**src/rtl/ulef_map.svh**
```systemverilog
// register offsets, field positions, reset values and sizes of the
// receive line-error block; included by the design and the bench
`ifndef ULEF_MAP_SVH
`define ULEF_MAP_SVH

// byte offsets on the register bus
`define ULEF_RXDATA_OFF   6'h00
`define ULEF_IER_OFF      6'h04
`define ULEF_FIFOCTL_OFF  6'h08
`define ULEF_LCR_OFF      6'h0C
`define ULEF_LSR_OFF      6'h14
`define ULEF_DIV_OFF      6'h18
`define ULEF_STS_OFF      6'h1C
`define ULEF_MSK_OFF      6'h20

// line status bits
`define ULEF_LSR_DR       0
`define ULEF_LSR_PE       2
`define ULEF_LSR_FE       3
`define ULEF_LSR_BI       4

// interrupt enable, fifo control and line control fields
`define ULEF_IER_LINE_STATUS_IRQ_ENABLE     2
`define ULEF_FIFOCTL_EN   0
`define ULEF_LCR_STB      2
`define ULEF_LCR_PEN      3
`define ULEF_LCR_EPS      4

// stored entry: error bits above the data byte
`define ULEF_ENT_PE       8
`define ULEF_ENT_FE       9
`define ULEF_ENT_BI       10

// reset values
`define ULEF_LCR_RST      8'h03
`define ULEF_DIV_RST      16'h0010

// receive fifo depth
`define ULEF_FIFO_DEPTH   16

`endif

```
**src/rtl/ulef_pkg.sv**
```systemverilog
// types of the receive line-error block
// assumes nothing of its surroundings
package ulef_pkg;

    // receiver states, one-hot
    typedef enum logic [5:0] {
        RX_IDLE   = 6'h01,
        RX_START  = 6'h02,
        RX_DATA   = 6'h04,
        RX_PARITY = 6'h08,
        RX_STOP   = 6'h10,
        RX_WAITHI = 6'h20
    } ulef_rx_state_t;

    typedef logic [10:0] ulef_entry_t;

endpackage : ulef_pkg

```
**src/rtl/ulef_rx.sv**
```systemverilog
// serial receiver with break, framing and parity flags, receive fifo,
// line status and interrupt logic behind an avalon-mm slave
// assumes one 100 MHz clock and a receive line synchronous to it
//
// Summary of operation
// - a line held low longer than one full-word time sets the break flag, bit 4.
// - the full-word time is start, data, parity and stop bits together.
// - a set break flag with the line-status interrupt enable at 1 raises the interrupt.
// - without fifo the break flag belongs to the held character and clears when it is read.
// - with fifo the break flag shows the top character and clears on read unless the next has one.
// - a character without a valid stop bit sets the framing flag, bit 3.
// - after a framing error the receiver waits for the line to go high before a new start.
// - a set framing flag with the line-status interrupt enable at 1 raises the interrupt.
// - without fifo the framing flag belongs to the held character and clears when it is read.
// - with fifo the framing flag shows the top character and clears on read unless the next has one.
// - a parity differing from the even-parity-select choice sets the parity flag, bit 2.
// - a set parity flag with the line-status interrupt enable at 1 raises the interrupt.
// - the parity flag follows the held or top character and clears on its read.
`timescale 1ns/1ns
`include "ulef_map.svh"

module ulef_rx (
    input  wire logic        clock,
    input  wire logic        rst_n,
    input  wire logic        clk_en,
    input  wire logic [5:0]  address,
    input  wire logic        read,
    input  wire logic        write,
    input  wire logic [31:0] writedata,
    output logic      [31:0] readdata,
    output logic             waitrequest,
    input  wire logic        serial_receive_input,
    output logic             irq
);

    // ****************************************************************
    // functions
    // ****************************************************************

    // bits in one word: start, data, parity, stop
    function automatic logic [3:0] ulef_frame_bits(input logic [7:0] line_control_reg);
        logic [3:0] n;
        n = 4'h6 + {2'h0, line_control_reg[1:0]} + {3'h0, line_control_reg[`ULEF_LCR_PEN]}
            + {3'h0, line_control_reg[`ULEF_LCR_STB]} + 4'h1;
        return n;
    endfunction : ulef_frame_bits

    // data bits in one word
    function automatic logic [3:0] ulef_data_bits(input logic [7:0] line_control_reg);
        return 4'h5 + {2'h0, line_control_reg[1:0]};
    endfunction : ulef_data_bits

    // parity mismatch against the selected sense
    function automatic logic ulef_par_err(input logic [7:0] d,
                                          input logic       p,
                                          input logic [7:0] line_control_reg);
        return line_control_reg[`ULEF_LCR_PEN] & ((^d ^ p) == line_control_reg[`ULEF_LCR_EPS]);
    endfunction : ulef_par_err

    // ****************************************************************
    // registers and state
    // ****************************************************************

    ulef_pkg::ulef_rx_state_t st_q, st_d;
    logic [15:0] cnt_q, cnt_d;
    logic [3:0]  bit_q, bit_d;
    logic [7:0]  shift_q, shift_d;
    logic        par_q, par_d;
    logic        pend_q, pend_d;
    logic [20:0] low_q, low_d;
    logic [7:0]  lcr_q;
    logic [15:0] div_q;
    logic        line_status_irq_enable_q;
    logic        fifo_en_q;
    logic [2:0]  msk_q;
    logic [2:0]  sts_q, sts_d;
    logic [4:0]  wptr_q, wptr_d;
    logic [4:0]  rptr_q, rptr_d;
    logic [31:0] readdata_q;
    logic        waitrequest_q;
    logic        irq_q, irq_d;
    ulef_pkg::ulef_entry_t mem [0:`ULEF_FIFO_DEPTH-1];

    // ****************************************************************
    // bus decode
    // ****************************************************************

    // a request completes at the edge where waitrequest is seen low
    wire         req      = read | write;
    wire         acc      = clk_en & req & ~waitrequest_q;
    wire         a_rx     = address == `ULEF_RXDATA_OFF;
    wire         a_ier    = address == `ULEF_IER_OFF;
    wire         a_fifo   = address == `ULEF_FIFOCTL_OFF;
    wire         a_lcr    = address == `ULEF_LCR_OFF;
    wire         a_lsr    = address == `ULEF_LSR_OFF;
    wire         a_div    = address == `ULEF_DIV_OFF;
    wire         a_sts    = address == `ULEF_STS_OFF;
    wire         a_msk    = address == `ULEF_MSK_OFF;
    wire         wr_ier   = acc & write & a_ier;
    wire         wr_fifo  = acc & write & a_fifo;
    wire         wr_lcr   = acc & write & a_lcr;
    wire         wr_div   = acc & write & a_div;
    wire         wr_msk   = acc & write & a_msk;
    wire         pop      = acc & read & a_rx;
    wire         sts_clr  = acc & read & a_sts;
    wire         flush    = wr_fifo &
                            (writedata[`ULEF_FIFOCTL_EN] != fifo_en_q);

    // ****************************************************************
    // receive fifo view
    // ****************************************************************

    // flags always show the oldest unread character
    wire [4:0]   count    = wptr_q - rptr_q;
    wire         valid    = count != 5'h00;
    wire         full     = count == 5'(`ULEF_FIFO_DEPTH);
    wire [10:0]  top      = mem[rptr_q[3:0]];
    wire         lsr_bi   = valid & top[`ULEF_ENT_BI];
    wire         lsr_fe   = valid & top[`ULEF_ENT_FE];
    wire         lsr_pe   = valid & top[`ULEF_ENT_PE];
    wire [2:0]   lsr_err  = {lsr_bi, lsr_fe, lsr_pe};

    // line status and read mux
    wire [31:0]  lsr_w    = {27'h000_0000, lsr_bi, lsr_fe, lsr_pe,
                             1'b0, valid};
    wire [31:0]  rd_mux   = a_rx   ? {21'h00_0000, 3'h0, top[7:0]} :
                            a_ier  ? {29'h0000_0000, line_status_irq_enable_q, 2'h0} :
                            a_fifo ? {31'h0000_0000, fifo_en_q} :
                            a_lcr  ? {24'h00_0000, lcr_q} :
                            a_lsr  ? lsr_w :
                            a_div  ? {16'h0000, div_q} :
                            a_sts  ? {27'h000_0000, sts_q, 2'h0} :
                            a_msk  ? {27'h000_0000, msk_q, 2'h0} :
                            32'h0000_0000;

    // ****************************************************************
    // receiver timing
    // ****************************************************************

    // full-word time in clock cycles for the present setting
    wire [19:0]  frame_cyc = {16'h0000, ulef_frame_bits(lcr_q)} *
                             {4'h0, div_q};
    wire         brk_hit  = low_q > {1'b0, frame_cyc};
    wire         rxd      = serial_receive_input;
    wire         tick     = cnt_q == 16'h0000;
    wire [15:0]  div_m1   = div_q - 16'h0001;
    wire [3:0]   nbits    = ulef_data_bits(lcr_q);
    wire [7:0]   data_al  = shift_q >> (4'h8 - nbits);

    // character completion and its flags
    wire         st_stop  = st_q == ulef_pkg::RX_STOP;
    wire         st_wait  = st_q == ulef_pkg::RX_WAITHI;
    wire         push_ok  = st_stop & tick & rxd;
    wire         push_brk = st_wait & pend_q & brk_hit;
    wire         push_fe  = st_wait & pend_q & rxd & ~brk_hit;
    wire         push     = clk_en & (push_ok | push_brk | push_fe);
    wire         e_pe     = ulef_par_err(data_al, par_q, lcr_q);
    wire [10:0]  entry    = {push_brk, push_brk | push_fe, e_pe,
                             data_al};

    // without fifo a new character replaces the held one
    wire         mem_we   = push & ~flush & (fifo_en_q ? ~full : 1'b1);
    wire         replace  = ~fifo_en_q & valid;
    wire [3:0]   wr_idx   = replace ? rptr_q[3:0] : wptr_q[3:0];

    // ****************************************************************
    // receiver state machine
    // ****************************************************************

    // next state of the serial receiver
    always_comb begin
        st_d    = st_q;
        cnt_d   = tick ? cnt_q : cnt_q - 16'h0001;
        bit_d   = bit_q;
        shift_d = shift_q;
        par_d   = par_q;
        pend_d  = pend_q;
        case (st_q)
            ulef_pkg::RX_IDLE: begin
                if (!rxd) begin
                    cnt_d = {1'b0, div_q[15:1]};
                    st_d  = ulef_pkg::RX_START;
                end
            end
            ulef_pkg::RX_START: begin
                if (tick) begin
                    cnt_d = div_m1;
                    bit_d = 4'h0;
                    st_d  = rxd ? ulef_pkg::RX_IDLE : ulef_pkg::RX_DATA;
                end
            end
            ulef_pkg::RX_DATA: begin
                if (tick) begin
                    cnt_d   = div_m1;
                    shift_d = {rxd, shift_q[7:1]};
                    bit_d   = bit_q + 4'h1;
                    if (bit_q == nbits - 4'h1) begin
                        st_d = lcr_q[`ULEF_LCR_PEN] ? ulef_pkg::RX_PARITY
                                                    : ulef_pkg::RX_STOP;
                    end
                end
            end
            ulef_pkg::RX_PARITY: begin
                if (tick) begin
                    cnt_d = div_m1;
                    par_d = rxd;
                    st_d  = ulef_pkg::RX_STOP;
                end
            end
            ulef_pkg::RX_STOP: begin
                if (tick) begin
                    // bad stop bit: hold the character until line high or the low time passes a full word
                    st_d   = rxd ? ulef_pkg::RX_IDLE
                                 : ulef_pkg::RX_WAITHI;
                    pend_d = ~rxd;
                end
            end
            ulef_pkg::RX_WAITHI: begin
                if (push_brk) begin
                    pend_d = 1'b0;
                end
                if (rxd) begin
                    pend_d = 1'b0;
                    st_d   = ulef_pkg::RX_IDLE;
                end
            end
            default: begin
                st_d = ulef_pkg::RX_IDLE;
            end
        endcase
    end

    // low-time counter, saturating
    assign low_d = rxd ? 21'h00_0000
                 : (low_q == 21'h1F_FFFF ? low_q : low_q + 21'h00_0001);

    // ****************************************************************
    // fifo pointers, status and interrupt
    // ****************************************************************

    // pointer moves; a mode change empties the fifo
    assign wptr_d = flush ? 5'h00
                  : (mem_we & ~replace ? wptr_q + 5'h01 : wptr_q);
    assign rptr_d = flush ? 5'h00
                  : (pop & valid ? rptr_q + 5'h01 : rptr_q);

    // sticky events; a set in the clearing cycle wins
    assign sts_d = (sts_q & ~(sts_clr ? readdata_q[4:2] : 3'h0))
                 | (push ? entry[10:8] : 3'h0);

    // error flags with enable, or unmasked sticky events
    assign irq_d = (line_status_irq_enable_q & (|lsr_err))
                 | (|(sts_q & msk_q));

    // ****************************************************************
    // flip-flops
    // ****************************************************************

    // receiver state
    always_ff @(posedge clock or negedge rst_n) begin
        if (!rst_n) begin
            st_q    <= ulef_pkg::RX_IDLE;
            cnt_q   <= 16'h0000;
            bit_q   <= 4'h0;
            shift_q <= 8'h00;
            par_q   <= 1'b0;
            pend_q  <= 1'b0;
            low_q   <= 21'h00_0000;
        end else if (clk_en) begin
            st_q    <= st_d;
            cnt_q   <= cnt_d;
            bit_q   <= bit_d;
            shift_q <= shift_d;
            par_q   <= par_d;
            pend_q  <= pend_d;
            low_q   <= low_d;
        end
    end

    // software registers
    always_ff @(posedge clock or negedge rst_n) begin
        if (!rst_n) begin
            lcr_q     <= `ULEF_LCR_RST;
            div_q     <= `ULEF_DIV_RST;
            line_status_irq_enable_q    <= 1'b0;
            fifo_en_q <= 1'b0;
            msk_q     <= 3'h0;
        end else begin
            if (wr_lcr) lcr_q <= writedata[7:0];
            if (wr_div) div_q <= writedata[15:0];
            if (wr_ier) line_status_irq_enable_q <= writedata[`ULEF_IER_LINE_STATUS_IRQ_ENABLE];
            if (wr_fifo) fifo_en_q <= writedata[`ULEF_FIFOCTL_EN];
            if (wr_msk) msk_q <= writedata[4:2];
        end
    end

    // fifo pointers, status, interrupt and bus answer
    always_ff @(posedge clock or negedge rst_n) begin
        if (!rst_n) begin
            wptr_q        <= 5'h00;
            rptr_q        <= 5'h00;
            sts_q         <= 3'h0;
            irq_q         <= 1'b0;
            readdata_q    <= 32'h0000_0000;
            waitrequest_q <= 1'b1;
        end else if (clk_en) begin
            wptr_q        <= wptr_d;
            rptr_q        <= rptr_d;
            sts_q         <= sts_d;
            irq_q         <= irq_d;
            if (req & waitrequest_q) readdata_q <= rd_mux;
            waitrequest_q <= ~(req & waitrequest_q);
        end
    end

    // entry storage, flags kept with each character
    always_ff @(posedge clock) begin
        if (mem_we) mem[wr_idx] <= entry;
    end

    assign readdata    = readdata_q;
    assign waitrequest = waitrequest_q;
    assign irq         = irq_q;
endmodule : ulef_rx

```
**config.mk**
```make
export PLATFORM = sky130hd
export DESIGN_NAME = ulef_rx
export DESIGN_NICKNAME = d
export VERILOG_FILES = /design/src/rtl/ulef_pkg.sv /design/src/rtl/ulef_rx.sv
export VERILOG_INCLUDE_DIRS = /design/src /design/src/rtl
export SDC_FILE = /design/constraint.sdc
export NUM_CORES = 1
export LEC_CHECK = 0
export ABC_AREA = 1
export BUFFER_PORTS_ARGS = -buffer_cell sky130_fd_sc_hd__buf_2
export CAP_MARGIN = 30
export CELL_PAD_IN_SITES_DETAIL_PLACEMENT = 1
export CELL_PAD_IN_SITES_GLOBAL_PLACEMENT = 1
export CORE_ASPECT_RATIO = 0.9
export CORE_MARGIN = 2
export CORE_UTILIZATION = 43
export DETAILED_ROUTE_END_ITERATION = 16
export PLACE_DENSITY_LB_ADDON = 0.1
export SETUP_SLACK_MARGIN = 0.1
export SYNTH_ARGS = -nofsm -noshare
export SYNTH_HDL_FRONTEND = slang
export SYNTH_SLANG_ARGS = --single-unit
```
**constraint.sdc**
```tcl
create_clock -name clock -period 7.6 [get_ports clock]
set_input_delay 0.76 -clock clock [delete_from_list [all_inputs] [get_ports clock]]
set_output_delay 0.76 -clock clock [all_outputs]
set_load 0.005 [all_outputs]
```
==> results of run 1 <==
## cell usage after synthesis, drive strengths merged (12+ instances only)
| master | instances |
|---|---|
| a21oi | 84 |
| a31oi | 15 |
| buf | 35 |
| clkbuf | 50 |
| dfrtp | 112 |
| edfxtp | 176 |
| fa | 29 |
| ha | 59 |
| inv | 247 |
| nand2 | 416 |
| nand3 | 130 |
| nand4 | 25 |
| nor2 | 245 |
| nor3 | 22 |
| o21ai | 184 |
| o221ai | 12 |
| o22ai | 20 |
| xnor2 | 17 |
| xor2 | 33 |
## state kept, by name, summed over array words and instances (netlist names)
name / flops
st_q: 6
sts_q: 3
waitrequest: 1
readdata: 16
lcr_q: 8
fifo_en_q: 1
shift_q: 8
msk_q: 3
cnt_q: 16
par_q: 1
bit_q: 4
low_q: 21
pend_q: 1
wptr_q: 5
mem: 176
div_q: 16
rptr_q: 5
line_status_irq_enable_q: 1
irq: 1
## cell type report
type	instances	share of cell area, %
tap	532	3.48
clock inverter	18	0.745
clock buffer	44	4.96
inverter	247	4.84
timing repair buffer	85	3.01
sequential	293	42.9
multi-input combinational	1377	40.0
## metal layers
metal,routed length (um),global-route usage (%)
met1,25700,38.6
met2,22400,38.4
met3,2440,3.91
met4,1120,7.02
met5,0,0
## stage by stage
| stage | util [%] | worst slack, ns | hold WS [ns] |
|---|---|---|---|
| 4_1_cts | 48.2 | 0.107 | 0.305 |
| 5_1_grt | 48.8 | 0.00883 | 0.333 |
| 2_1_floorplan | - | 0.231 | 0.442 |
| 3_5_place_dp | 45.4 | 0.0680 | 0.472 |
| 6_report | 48.8 | 0.441 | 0.277 |
| 3_3_place_gp | 45.4 | 0.209 | 0.460 |
## layout by cell type (no fill, tap or decap), types with 5 or more instances in the layout
cell type | Yosys | final
nand3_1 | 127 | 127
dfrtp_1 | 112 | 111
xor2_1 | 33 | 33
o21ai_2 | 0 | 5
fa_1 | 29 | 29
a21oi_2 | 1 | 7
nor2_2 | 6 | 11
nand3b_1 | 5 | 5
nor2_1 | 237 | 227
clkinv_2 | 0 | 6
nor3_1 | 22 | 21
inv_1 | 235 | 235
o21ai_1 | 12 | 14
buf_6 | 0 | 13
o211ai_1 | 9 | 9
nand2_2 | 8 | 9
nor2_4 | 1 | 6
ha_1 | 59 | 55
edfxtp_1 | 176 | 176
buf_2 | 17 | 44
conb_1 | 1 | 16
a21oi_1 | 83 | 76
inv_2 | 12 | 12
buf_4 | 16 | 25
dfstp_2 | 5 | 5
o221ai_1 | 12 | 12
nand2_1 | 408 | 403
xnor2_1 | 17 | 17
o21ai_0 | 172 | 165
o22ai_1 | 20 | 20
o31ai_1 | 9 | 9
or2_2 | 6 | 6
nor4_1 | 6 | 6
nand4_1 | 24 | 24
clkinv_1 | 0 | 7
a31oi_1 | 15 | 15
clkbuf_1 | 50 | 5
clkbuf_16 | 0 | 35
## power breakdown
| group | switching, mW | total, mW | internal (mW) |
|---|---|---|---|
| clock network | 0.676 | 1.63 | 0.953 |
| registers | 0.0863 | 1.85 | 1.76 |
| logic | 1.09 | 1.66 | 0.567 |
| total | 1.85 | 5.13 | 3.28 |
## worst max-delay path by stage
stage | slack [ns] | end | depth (start not counted)
floorplan | 0.23 | mem[14][0]$_DFFE_PP_ | 35
global placement | 0.21 | mem[10][2]$_DFFE_PP_ | 36
detailed placement | 0.07 | mem[10][2]$_DFFE_PP_ | 36
CTS | 0.11 | mem[10][8]$_DFFE_PP_ | 38
global route | 0.009 | mem[13][3]$_DFFE_PP_ | 37
finish | 0.44 | mem[12][10]$_DFFE_PP_ | 35
## logic make-up after synthesis
logic type	after synthesis	synth area share, %
simple gates	863	21.6
compound gates	360	11.9
buf+inv	332	7.81
flops	293	48.4
fa+ha+maj	88	7.76
xor+xnor	50	2.58
other cells	1	0.0221
## repair_timing
| item | CTS | global route |
|---|---|---|
| pin swaps | 0 | 7 |
| gates resized for setup | 3 | 66 |
| setup endpoints to repair | 176 | 197 |
| cloned | 0 | 4 |
| buffers inserted | 0 | 3 |
==> summary.md, run 1 <==
| Metric | Value |
|---|---|
| Worst hold path class | `in -> async` |
| Post-Layout Cell Count | `2,596` |
| Reg2reg path depth | `35` |
| Clk slew on worst S/H paths | `0.06 ns` |
| CTS H-tree depth | `2` |
| Placed cell area | `17,800 um^2` |
| Final period utilization | `a little over nine tenths` |
| Syn Inst Count | `1,987` |
| Crit path max-delay family | `adder cells` |
| Setup slack, reg-to-reg | `0.44 ns` |
| CP startpoint | `lcr_q[0]$_DFFE_PN1P_` |
| PD cells | `268 nW/um^2` |
| IO buf count | `45` |
| WL per Instance | `just under 20 um` |
| CTS tree | `yes` |
| Initial drt markers | `1,114` |
| Yosys reg bits | `293` |
| Power Total | `5.13 mW` |
| DIE WIDTH | `between 200 and 250 um` |
| Die height | `193 um` |
| Hold buffers post-CTS | `0` |
| Max_slew headroom | `roughly 34%` |
| Pre-antenna DRT Iters | `5` |
| Synth Flop Type | `edfxtp_1` |
| Post-DP HPWL | `36,300 um` |
| CTS root buf | `clkbuf_16` |
| Vias per cell | `5.39` |
| GRT Overall Usage | `25.7%` |
| Starting Density | `a little over two fifths` |
| Largest cells by area after synthesis | `edfxtp_1 (31%), dfrtp_1 (16%), nand2_1 (9.0%)` |
| Final Wtd Congestion | `0.871` |
| Achievable Freq | `0.140 GHz` |
| Yosys top cell by area | `edfxtp_1` |
| Sequential share of the synthesized area | `48.4%` |
| Reg area | `8220 um^2` |
| Clock buffer depth | `3` |
| CTS sink cnt | `293` |
| Crit Path Category | `reg -> reg` |
| Endpoints failing setup | `0` |
| Crit-path max cell delay | `0.54 ns` |
| Slowest cell on crit path | `dfstp_2` |
| Final Max Slew Viols | `0` |
| FF-to-FF Start | `lcr_q[0]$_DFFE_PN1P_` |
| Crit path time final | `7.16 ns` |
| CP Max Fanout | `11` |
| Synth cell types | `55` |
| First-pass GRT wire length | `just over 80,000 um` |
| Asr flop ratio synth | `39.9%` |
| Critical Path AT | `7.40 ns` |
| Setup TNS | `0 ns` |
| Nets | `roughly 2,200` |
| Peak VDD IR | `0.000128 V` |
| Status | `finished clean` |
| Routed via count | `roughly 14,000` |
| Routed Antenna Nets | `0` |
| Ant. Diodes | `0` |
| Cell Rows | `69` |
| YS warnings | `0` |
| Grt ovf | `0` |
| Placed Instances | `~2,500` |
| Final instance area | `19,100 um^2` |
| Layout filler cell count | `about 4,700` |
| Area delta synth->final | `12.7%` |
| Worst Path Buf+Inv | `8` |
| Total die area | `roughly 41,000 um^2` |
| Share of layout cells above drive strength 1 | `10.4%` |
| Post-synth EDFFs | `176` |
| Drt total wl | `~52,000 um` |
| Fin. Hold Viols | `0` |
| Num CTS Buffers | `35` |
| Area share of the largest cell type after synthesis | `31.1%` |
| Slew @ Worst Pin | `~1 ns` |
| Leakage power | `~8.3 nW` |
| Initial antenna violation count | `0` |
| Avg Inst Size Synth | `8.55 um^2` |
| Worst Setup End Kind | `register` |
| Vias in the first global route | `14,200` |
| CP dominant cell by count | `nand2_1` |
| Top Ports | `between 70 and 80` |
| Data required, critical path | `7.85 ns` |
| RSZ-0062 raised after global routing | `no` |
| Syn Std Cell Area | `17,000 um^2` |
| Worst R2R End | `mem[12][10]$_DFFE_PP_` |
| DRC errors left | `0` |
| Core Footprint | `about 40,000 um^2` |
| Clock Latency Late Sink | `0.55 ns` |
| Clock Skews | `0.0163 ns` |
| Pin count of the biggest net entering global routing | `77` |
| MaxCap Viol Count | `0` |
| Critical path startpoint category | `register` |
| Area occupied by multi-input gates | `7660 um^2` |
Note: power is estimated with default switching activity, not from simulation.
==> run 2: changes to the inputs <==
--- a/config.mk
+++ b/config.mk
@@ -15,8 +15,8 @@
 export CORE_MARGIN = 2
 export CORE_UTILIZATION = 43
 export DETAILED_ROUTE_END_ITERATION = 16
-export PLACE_DENSITY_LB_ADDON = 0.1
-export SETUP_SLACK_MARGIN = 0.1
+export PLACE_DENSITY = 0.73
+export SETUP_SLACK_MARGIN = 0.5
 export SYNTH_ARGS = -nofsm -noshare
 export SYNTH_HDL_FRONTEND = slang
 export SYNTH_SLANG_ARGS = --single-unit
==> run 2 against run 1 <==
Compared with the run above: final cell count is 0.65% higher; global-route usage is 0.35 points higher; worst setup slack better by 0.35 ns; largest power group unchanged; critical path type unchanged; maximum frequency is 5.2% higher; sequential power hardly changed; design area is 2.9% higher; largest cell class unchanged.
==> summary.md, run 2 (same netlist as run 1, synthesis figures left out) <==
| Metric | Value |
|---|---|
| Grt ovf | `0` |
| Setup WS pre-CTS | `-0.0675 ns` |
| CTS H-tree depth | `2` |
| Critical path startpoint category | `register` |
| CP startpoint | `lcr_q[0]$_DFFE_PN1P_` |
| Pin count of the biggest net entering global routing | `92` |
| Peak VDD IR | `0.000184 V` |
| Initial drt markers | `1,024` |
| Max FFs per register | `176` |
| Num CTS Buffers | `34` |
| Top flop regs | `mem (176), low_q (21)` |
| PD cells | `270 nW/um^2` |
| Hold buffers post-CTS | `0` |
| DRC errors left | `0` |
| Biggest register | `mem` |
| Crit-path max cell delay | `0.54 ns` |
| Setup WS post-layout | `0.795 ns` |
| FF-to-FF Start | `lcr_q[0]$_DFFE_PN1P_` |
| Placed cell area | `approximately 18,000 um^2` |
| Leakage power | `8.44 nW` |
| CTS root buf | `clkbuf_16` |
| Clock Latency Late Sink | `0.53 ns` |
| Vias per cell | `5.47` |
| Setup TNS | `0 ns` |
| RSZ-0062 raised after global routing | `no` |
| Cell Rows | `69` |
| MaxCap Viol Count | `0` |
| Layout filler cell count | `between 4,000 and 5,000` |
| Clock Skews | `0.0225 ns` |
| Data required, critical path | `~8 ns` |
| Achievable Freq | `approximately 0.15 GHz` |
| CP dominant cell by count | `nand2_2` |
| Area delta synth->final | `15.9%` |
| Most common cell after layout, fill and taps aside | `nand2_1` |
| CTS tree | `yes` |
| Routed via count | `14,300` |
| Critical Path AT | `roughly 7 ns` |
| Die height | `193 um` |
| Final instance area | `19,700 um^2` |
| Most frequent cells in the layout | `nand2_1 (399), inv_1 (234), nor2_1 (216)` |
| Post-DP HPWL | `36,900 um` |
| Setup slack, reg-to-reg | `0.80 ns` |
| Initial antenna violation count | `0` |
| Status | `finished clean` |
| IO buf count | `45` |
| Final period utilization | `~90%` |
| Crit Path Category | `reg -> reg` |
| Routed Antenna Nets | `0` |
| Core Footprint | `39,200 um^2` |
| Reg2reg path depth | `37` |
| Slew @ Worst Pin | `1.04 ns` |
| WL per Instance | `20.2 um` |
| Clock buffer depth | `3` |
| Final Wtd Congestion | `0.884` |
| Ant. Diodes | `0` |
| Total die area | `41,100 um^2` |
| Clk slew on worst S/H paths | `roughly 0.06 ns` |
| Max_slew headroom | `between 30 and 40%` |
| CTS sink cnt | `293` |
| Worst hold path class | `in -> async` |
| Nets | `about 2,200` |
| First-pass GRT wire length | `81,900 um` |
| Drt total wl | `about 53,000 um` |
| CP Max Fanout | `8` |
| Worst Setup End Kind | `register` |
| DIE WIDTH | `between 200 and 250 um` |
| Final Max Slew Viols | `0` |
| Fin. Hold Viols | `0` |
| Worst R2R End | `mem[2][9]$_DFFE_PP_` |
| Endpoints failing setup | `0` |
| Top Ports | `78` |
| Vias in the first global route | `14,600` |
| Slowest cell on crit path | `dfstp_2` |
| Starting Density | `43.4%` |
| Share of layout cells above drive strength 1 | `12.6%` |
| Crit path time final | `6.80 ns` |
| GRT Overall Usage | `roughly a quarter` |
| Pre-antenna DRT Iters | `5` |
[run 2: cell count changes in the layout (fill, tap and decap cells not counted), sizes merged]
cell / previous run / this run
inv: 250 / 247
clkinv: 13 / 11
clkinvlp: 0 / 1
buf: 82 / 103
bufinv: 2 / 4
clkbuf: 47 / 45
[run 2: per-layer routing]
| metal | vias up | track usage (%) | part of all wire (%) |
|---|---|---|---|
| met3 | 59 | 3.82 | 5.2 |
| met1 | 7183 | 37.9 | 48 |
| li1 | 6750 | - | - |
| met2 | 314 | 40.7 | 45 |
| met5 | - | 0 | 0 |
| met4 | 0 | 6.60 | 1.9 |
[run 2: cell type report]
| cell class | instances | area [um^2] | share of cell area (%) |
|---|---|---|---|
| clock inverter | 16 | 181 | 0.921 |
| sequential | 293 | 8220 | 41.7 |
| tap | 532 | 666 | 3.38 |
| multi-input combinational | 1377 | 7870 | 39.9 |
| timing repair buffer | 103 | 873 | 4.43 |
| clock buffer | 45 | 966 | 4.90 |
| inverter | 247 | 930 | 4.72 |
[run 2: worst max-delay path: cells and delay by family (launching register included)]
| kind | cells | cell delay, ns |
|---|---|---|
| xor gates and xnor gates | 1 | 0.18 |
| buffers and inverters | 6 | 0.47 |
| AOI/OAI and AO/OA | 6 | 0.81 |
| adders and majority gates | 7 | 2.53 |
| and+or+nand+nor | 17 | 1.95 |
| DFF | 1 | 0.54 |
[run 2: power breakdown]
part | leakage (nW) | switching [mW] | internal (mW)
registers | 2.94 | 0.0849 | 1.76
clock network | 0.562 | 0.667 | 1.03
logic | 4.94 | 1.13 | 0.645
total | 8.44 | 1.88 | 3.44
[run 2: worst max-delay path by stage]
| stage | end | slack, ns | cells past startpoint |
|---|---|---|---|
| 6_report | mem[2][9]$_DFFE_PP_ | 0.80 | 37 |
| 5_1_grt | mem[2][9]$_DFFE_PP_ | 0.53 | 36 |
| 4_1_cts | mem[2][5]$_DFFE_PP_ | 0.51 | 37 |
| 3_5_place_dp | mem[11][10]$_DFFE_PP_ | -0.07 | 36 |
| 3_3_place_gp | mem[7][0]$_DFFE_PP_ | 0.20 | 35 |
| 2_1_floorplan | mem[10][0]$_DFFE_PP_ | 0.57 | 35 |
[run 2: timing repair]
item,CTS,global route
gates cloned,0,1
gates resized for setup,30,40
endpoints found under the hold margin,0,0
endpoints found under the setup margin,181,181
buffers inserted,8,10
pin swaps,9,25
[run 2: per-stage QoR]
step	utilization (%)	cells	hold slack, ns	total power [mW]
after floorplan	-	2002	0.442	3.01
after global placement	46.0	2531	0.457	3.40
after detailed placement	46.1	2532	0.472	3.47
after CTS	49.6	2601	0.250	5.21
after global routing	50.3	2613	0.281	5.65
final	50.3	2613	0.237	5.32
==> run 3: changes to the inputs <==
--- a/config.mk
+++ b/config.mk
@@ -13,9 +13,9 @@
 export CELL_PAD_IN_SITES_GLOBAL_PLACEMENT = 1
 export CORE_ASPECT_RATIO = 0.9
 export CORE_MARGIN = 2
-export CORE_UTILIZATION = 43
+export CORE_UTILIZATION = 40
 export DETAILED_ROUTE_END_ITERATION = 16
-export PLACE_DENSITY = 0.73
+export PLACE_DENSITY = 0.68
 export SETUP_SLACK_MARGIN = 0.5
 export SYNTH_ARGS = -nofsm -noshare
 export SYNTH_HDL_FRONTEND = slang
==> constraint.sdc (replaced) <==
create_clock -name clock -period 6.15 [get_ports clock]
set_input_delay 0.615 -clock clock [delete_from_list [all_inputs] [get_ports clock]]
set_output_delay 0.615 -clock clock [all_outputs]
set_load 0.005 [all_outputs]
==> run 3 against run 2 <==
Compared with the run above: the run now ends with negative setup slack left; power grew 39%; combinational power grew 70%; utilization shrank 0.26 points; largest power group is now combinational logic; routed wire length grew 7.1%; clock power grew 25%.
==> summary.md, run 3 (same netlist as run 1, synthesis figures left out) <==
| Metric | Value |
|---|---|
| Nets | `2,255` |
| FF-to-FF Start | `lcr_q[0]$_DFFE_PN1P_` |
| Crit Path Category | `reg -> reg` |
| Setup slack, reg-to-reg | `-0.39 ns` |
| Most common cell after layout, fill and taps aside | `nand2_1` |
| CTS H-tree depth | `2` |
| DIE WIDTH | `between 200 and 250 um` |
| CP Max Fanout | `6` |
| Max FFs per register | `176` |
| Crit path time final | `approximately 6.5 ns` |
| Starting Density | `40.6%` |
| Core Footprint | `41,800 um^2` |
| MaxCap Viol Count | `0` |
| Initial antenna violation count | `0` |
| Peak VDD IR | `0.000262 V` |
| DRC errors left | `0` |
| Final Wtd Congestion | `0.874` |
| Worst Setup End Kind | `register` |
| Setup WS post-layout | `-0.391 ns` |
| Ant. Diodes | `0` |
| PD cells | `353 nW/um^2` |
| Top flop regs | `mem (176), low_q (21)` |
| Max_slew headroom | `33.3%` |
| Clock Skews | `0.0149 ns` |
| WL per Instance | `between 20 and 25 um` |
| Crit path depth | `38` |
| CP startpoint | `lcr_q[0]$_DFFE_PN1P_` |
| Drt total wl | `56,400 um` |
| Data required, critical path | `6.41 ns` |
| Crit path max-delay family | `adder cells` |
| IO buf count | `45` |
| Achievable Freq | `~0.15 GHz` |
| Clock Latency Late Sink | `0.54 ns` |
| Top Ports | `78` |
| Area delta synth->final | `23.1%` |
| Crit-path max cell delay | `0.57 ns` |
| Final period utilization | `106%` |
| Num CTS Buffers | `35` |
| Endpoints failing setup | `198` |
| Pin count of the biggest net entering global routing | `68` |
| Setup TNS | `-55.76 ns` |
| Share of layout cells above drive strength 1 | `19.0%` |
| Status | `finished with violations` |
| Critical path endpoint | `mem[14][8]$_DFFE_PP_` |
| Final hold slack | `between 0.1 and 0.15 ns` |
| Initial drt markers | `1,017` |
| GRT Overall Usage | `25.5%` |
| Clk slew on worst S/H paths | `0.06 ns` |
| Die height | `between 150 and 200 um` |
| Total die area | `44,200 um^2` |
| Biggest register | `mem` |
| Final Max Slew Viols | `0` |
| Hold buffers post-CTS | `0` |
| Reg2reg path depth | `38` |
| CP dominant cell by count | `nand2_4` |
| Fin. Hold Viols | `0` |
| Slowest cell on crit path | `dfstp_2` |
| Vias per cell | `5.45` |
| Critical path startpoint category | `register` |
| Most frequent cells in the layout | `nand2_1 (376), inv_1 (216), nor2_1 (208)` |
| Setup WS pre-CTS | `-0.495 ns` |
| Clock buffer depth | `3` |
| Grt ovf | `0` |
| First-pass GRT wire length | `roughly 87,000 um` |
| Leakage power | `just under 9 nW` |
| Pre-antenna DRT Iters | `5` |
| Critical Path AT | `6.80 ns` |
| CTS sink cnt | `between 200 and 300` |
| Cell Rows | `around 70` |
| CTS root buf | `clkbuf_16` |
| Post-DP HPWL | `38,700 um` |
| RSZ-0062 raised after global routing | `yes` |
| Worst R2R End | `mem[14][8]$_DFFE_PP_` |
| Routed Antenna Nets | `0` |
| Slew @ Worst Pin | `0.999 ns` |
| Layout filler cell count | `4,793` |
| Worst hold path class | `in -> async` |
| Violated checks | `negative setup slack` |
| Placed cell area | `about 19,000 um^2` |
| Worst Path Buf+Inv | `7` |
| Vias in the first global route | `15,100` |
| Routed via count | `between 10,000 and 15,000` |
| CTS tree | `yes` |
| Final instance area | `~21,000 um^2` |
==> run 3: cell types whose count changed in the layout (fill, tap and decap cells not counted), moves of 6 or more <==
cell     previous run  this run
a21oi_1            74        68
nor2_1            216       208
inv_1             234       216
nand2_4             4        15
ha_4                5        15
inv_2              12        27
nand2_1           399       376
buf_4              40        92
nand2_2            13        23
nor2_4             17        24
a21oi_4             0         9
ha_1               51        44
==> run 3: area by class of cell <==
type                    count  area (um^2)  share of cell area (%)
multi-input cells        1377         8390                    40.1
flip-flops and latches    293         8220                    39.3
repair buffers            169         1540                    7.35
clock buffers              44          982                    4.69
inverters                 247          946                    4.52
well taps                 547          684                    3.27
clock inverters            18          166                   0.795
==> run 3: report_power, final <==
group          leakage [nW]  total, mW  internal [mW]  switching (mW)
combinational          5.42       3.01           1.25            1.76
sequential             2.94       2.27           2.18          0.0973
clock                 0.570       2.12           1.26           0.860
total                  8.93       7.39           4.68            2.72
==> run 3: worst reg2reg max path, delay by kind of cell, from the launching register on <==
| family | cells | cell delay (ns) |
|---|---|---|
| AND/OR/NAND/NOR | 17 | 1.74 |
| buffers and inverters | 7 | 0.69 |
| XOR/XNOR | 1 | 0.18 |
| flip-flops | 1 | 0.57 |
| adder cells (fa/ha/maj) | 7 | 2.36 |
| AO/OA/AOI/OAI | 6 | 0.75 |
==> run 3: how the worst min path moves through the flow <==
stage | to | slack, ns
2_1_floorplan | bit_q[0]$_DFFE_PN0P_ | 0.32
3_3_place_gp | pend_q$_DFFE_PN0P_ | 0.46
3_5_place_dp | readdata[7]$_DFFE_PN0P_ | 0.47
4_1_cts | wptr_q[2]$_DFFE_PN0P_ | 0.16
5_1_grt | wptr_q[1]$_DFFE_PN0P_ | 0.16
6_report | wptr_q[2]$_DFFE_PN0P_ | 0.12
==> run 3: metrics by stage <==
step                util, %  total power, mW  instances
global route           50.0             7.81       2695
global placement       45.2             4.58       2601
CTS                    49.2             7.18       2681
floorplan                 -             3.87       2002
detailed placement     45.2             4.68       2601
finish                 50.0             7.39       2695
==> run 3: timing repair <==
action | 4_1_cts | 5_1_grt
hold endpoints to repair | 0 | 0
resized for setup | 86 | 38
endpoints found under the setup margin | 217 | 217
cloned | 3 | 3
pin swaps | 55 | 29
setup buffers | 15 | 10
==> run 3: per-layer routing <==
layer | vias up | global-route usage (%) | part of all wire, % | routed length (um)
met2 | 332 | 40.4 | 45 | 25400
met1 | 7381 | 35.9 | 47 | 26800
met5 | - | 0 | 0 | 0
li1 | 6893 | - | - | -
met4 | 0 | 5.72 | 1.8 | 1040
met3 | 72 | 5.56 | 5.6 | 3160
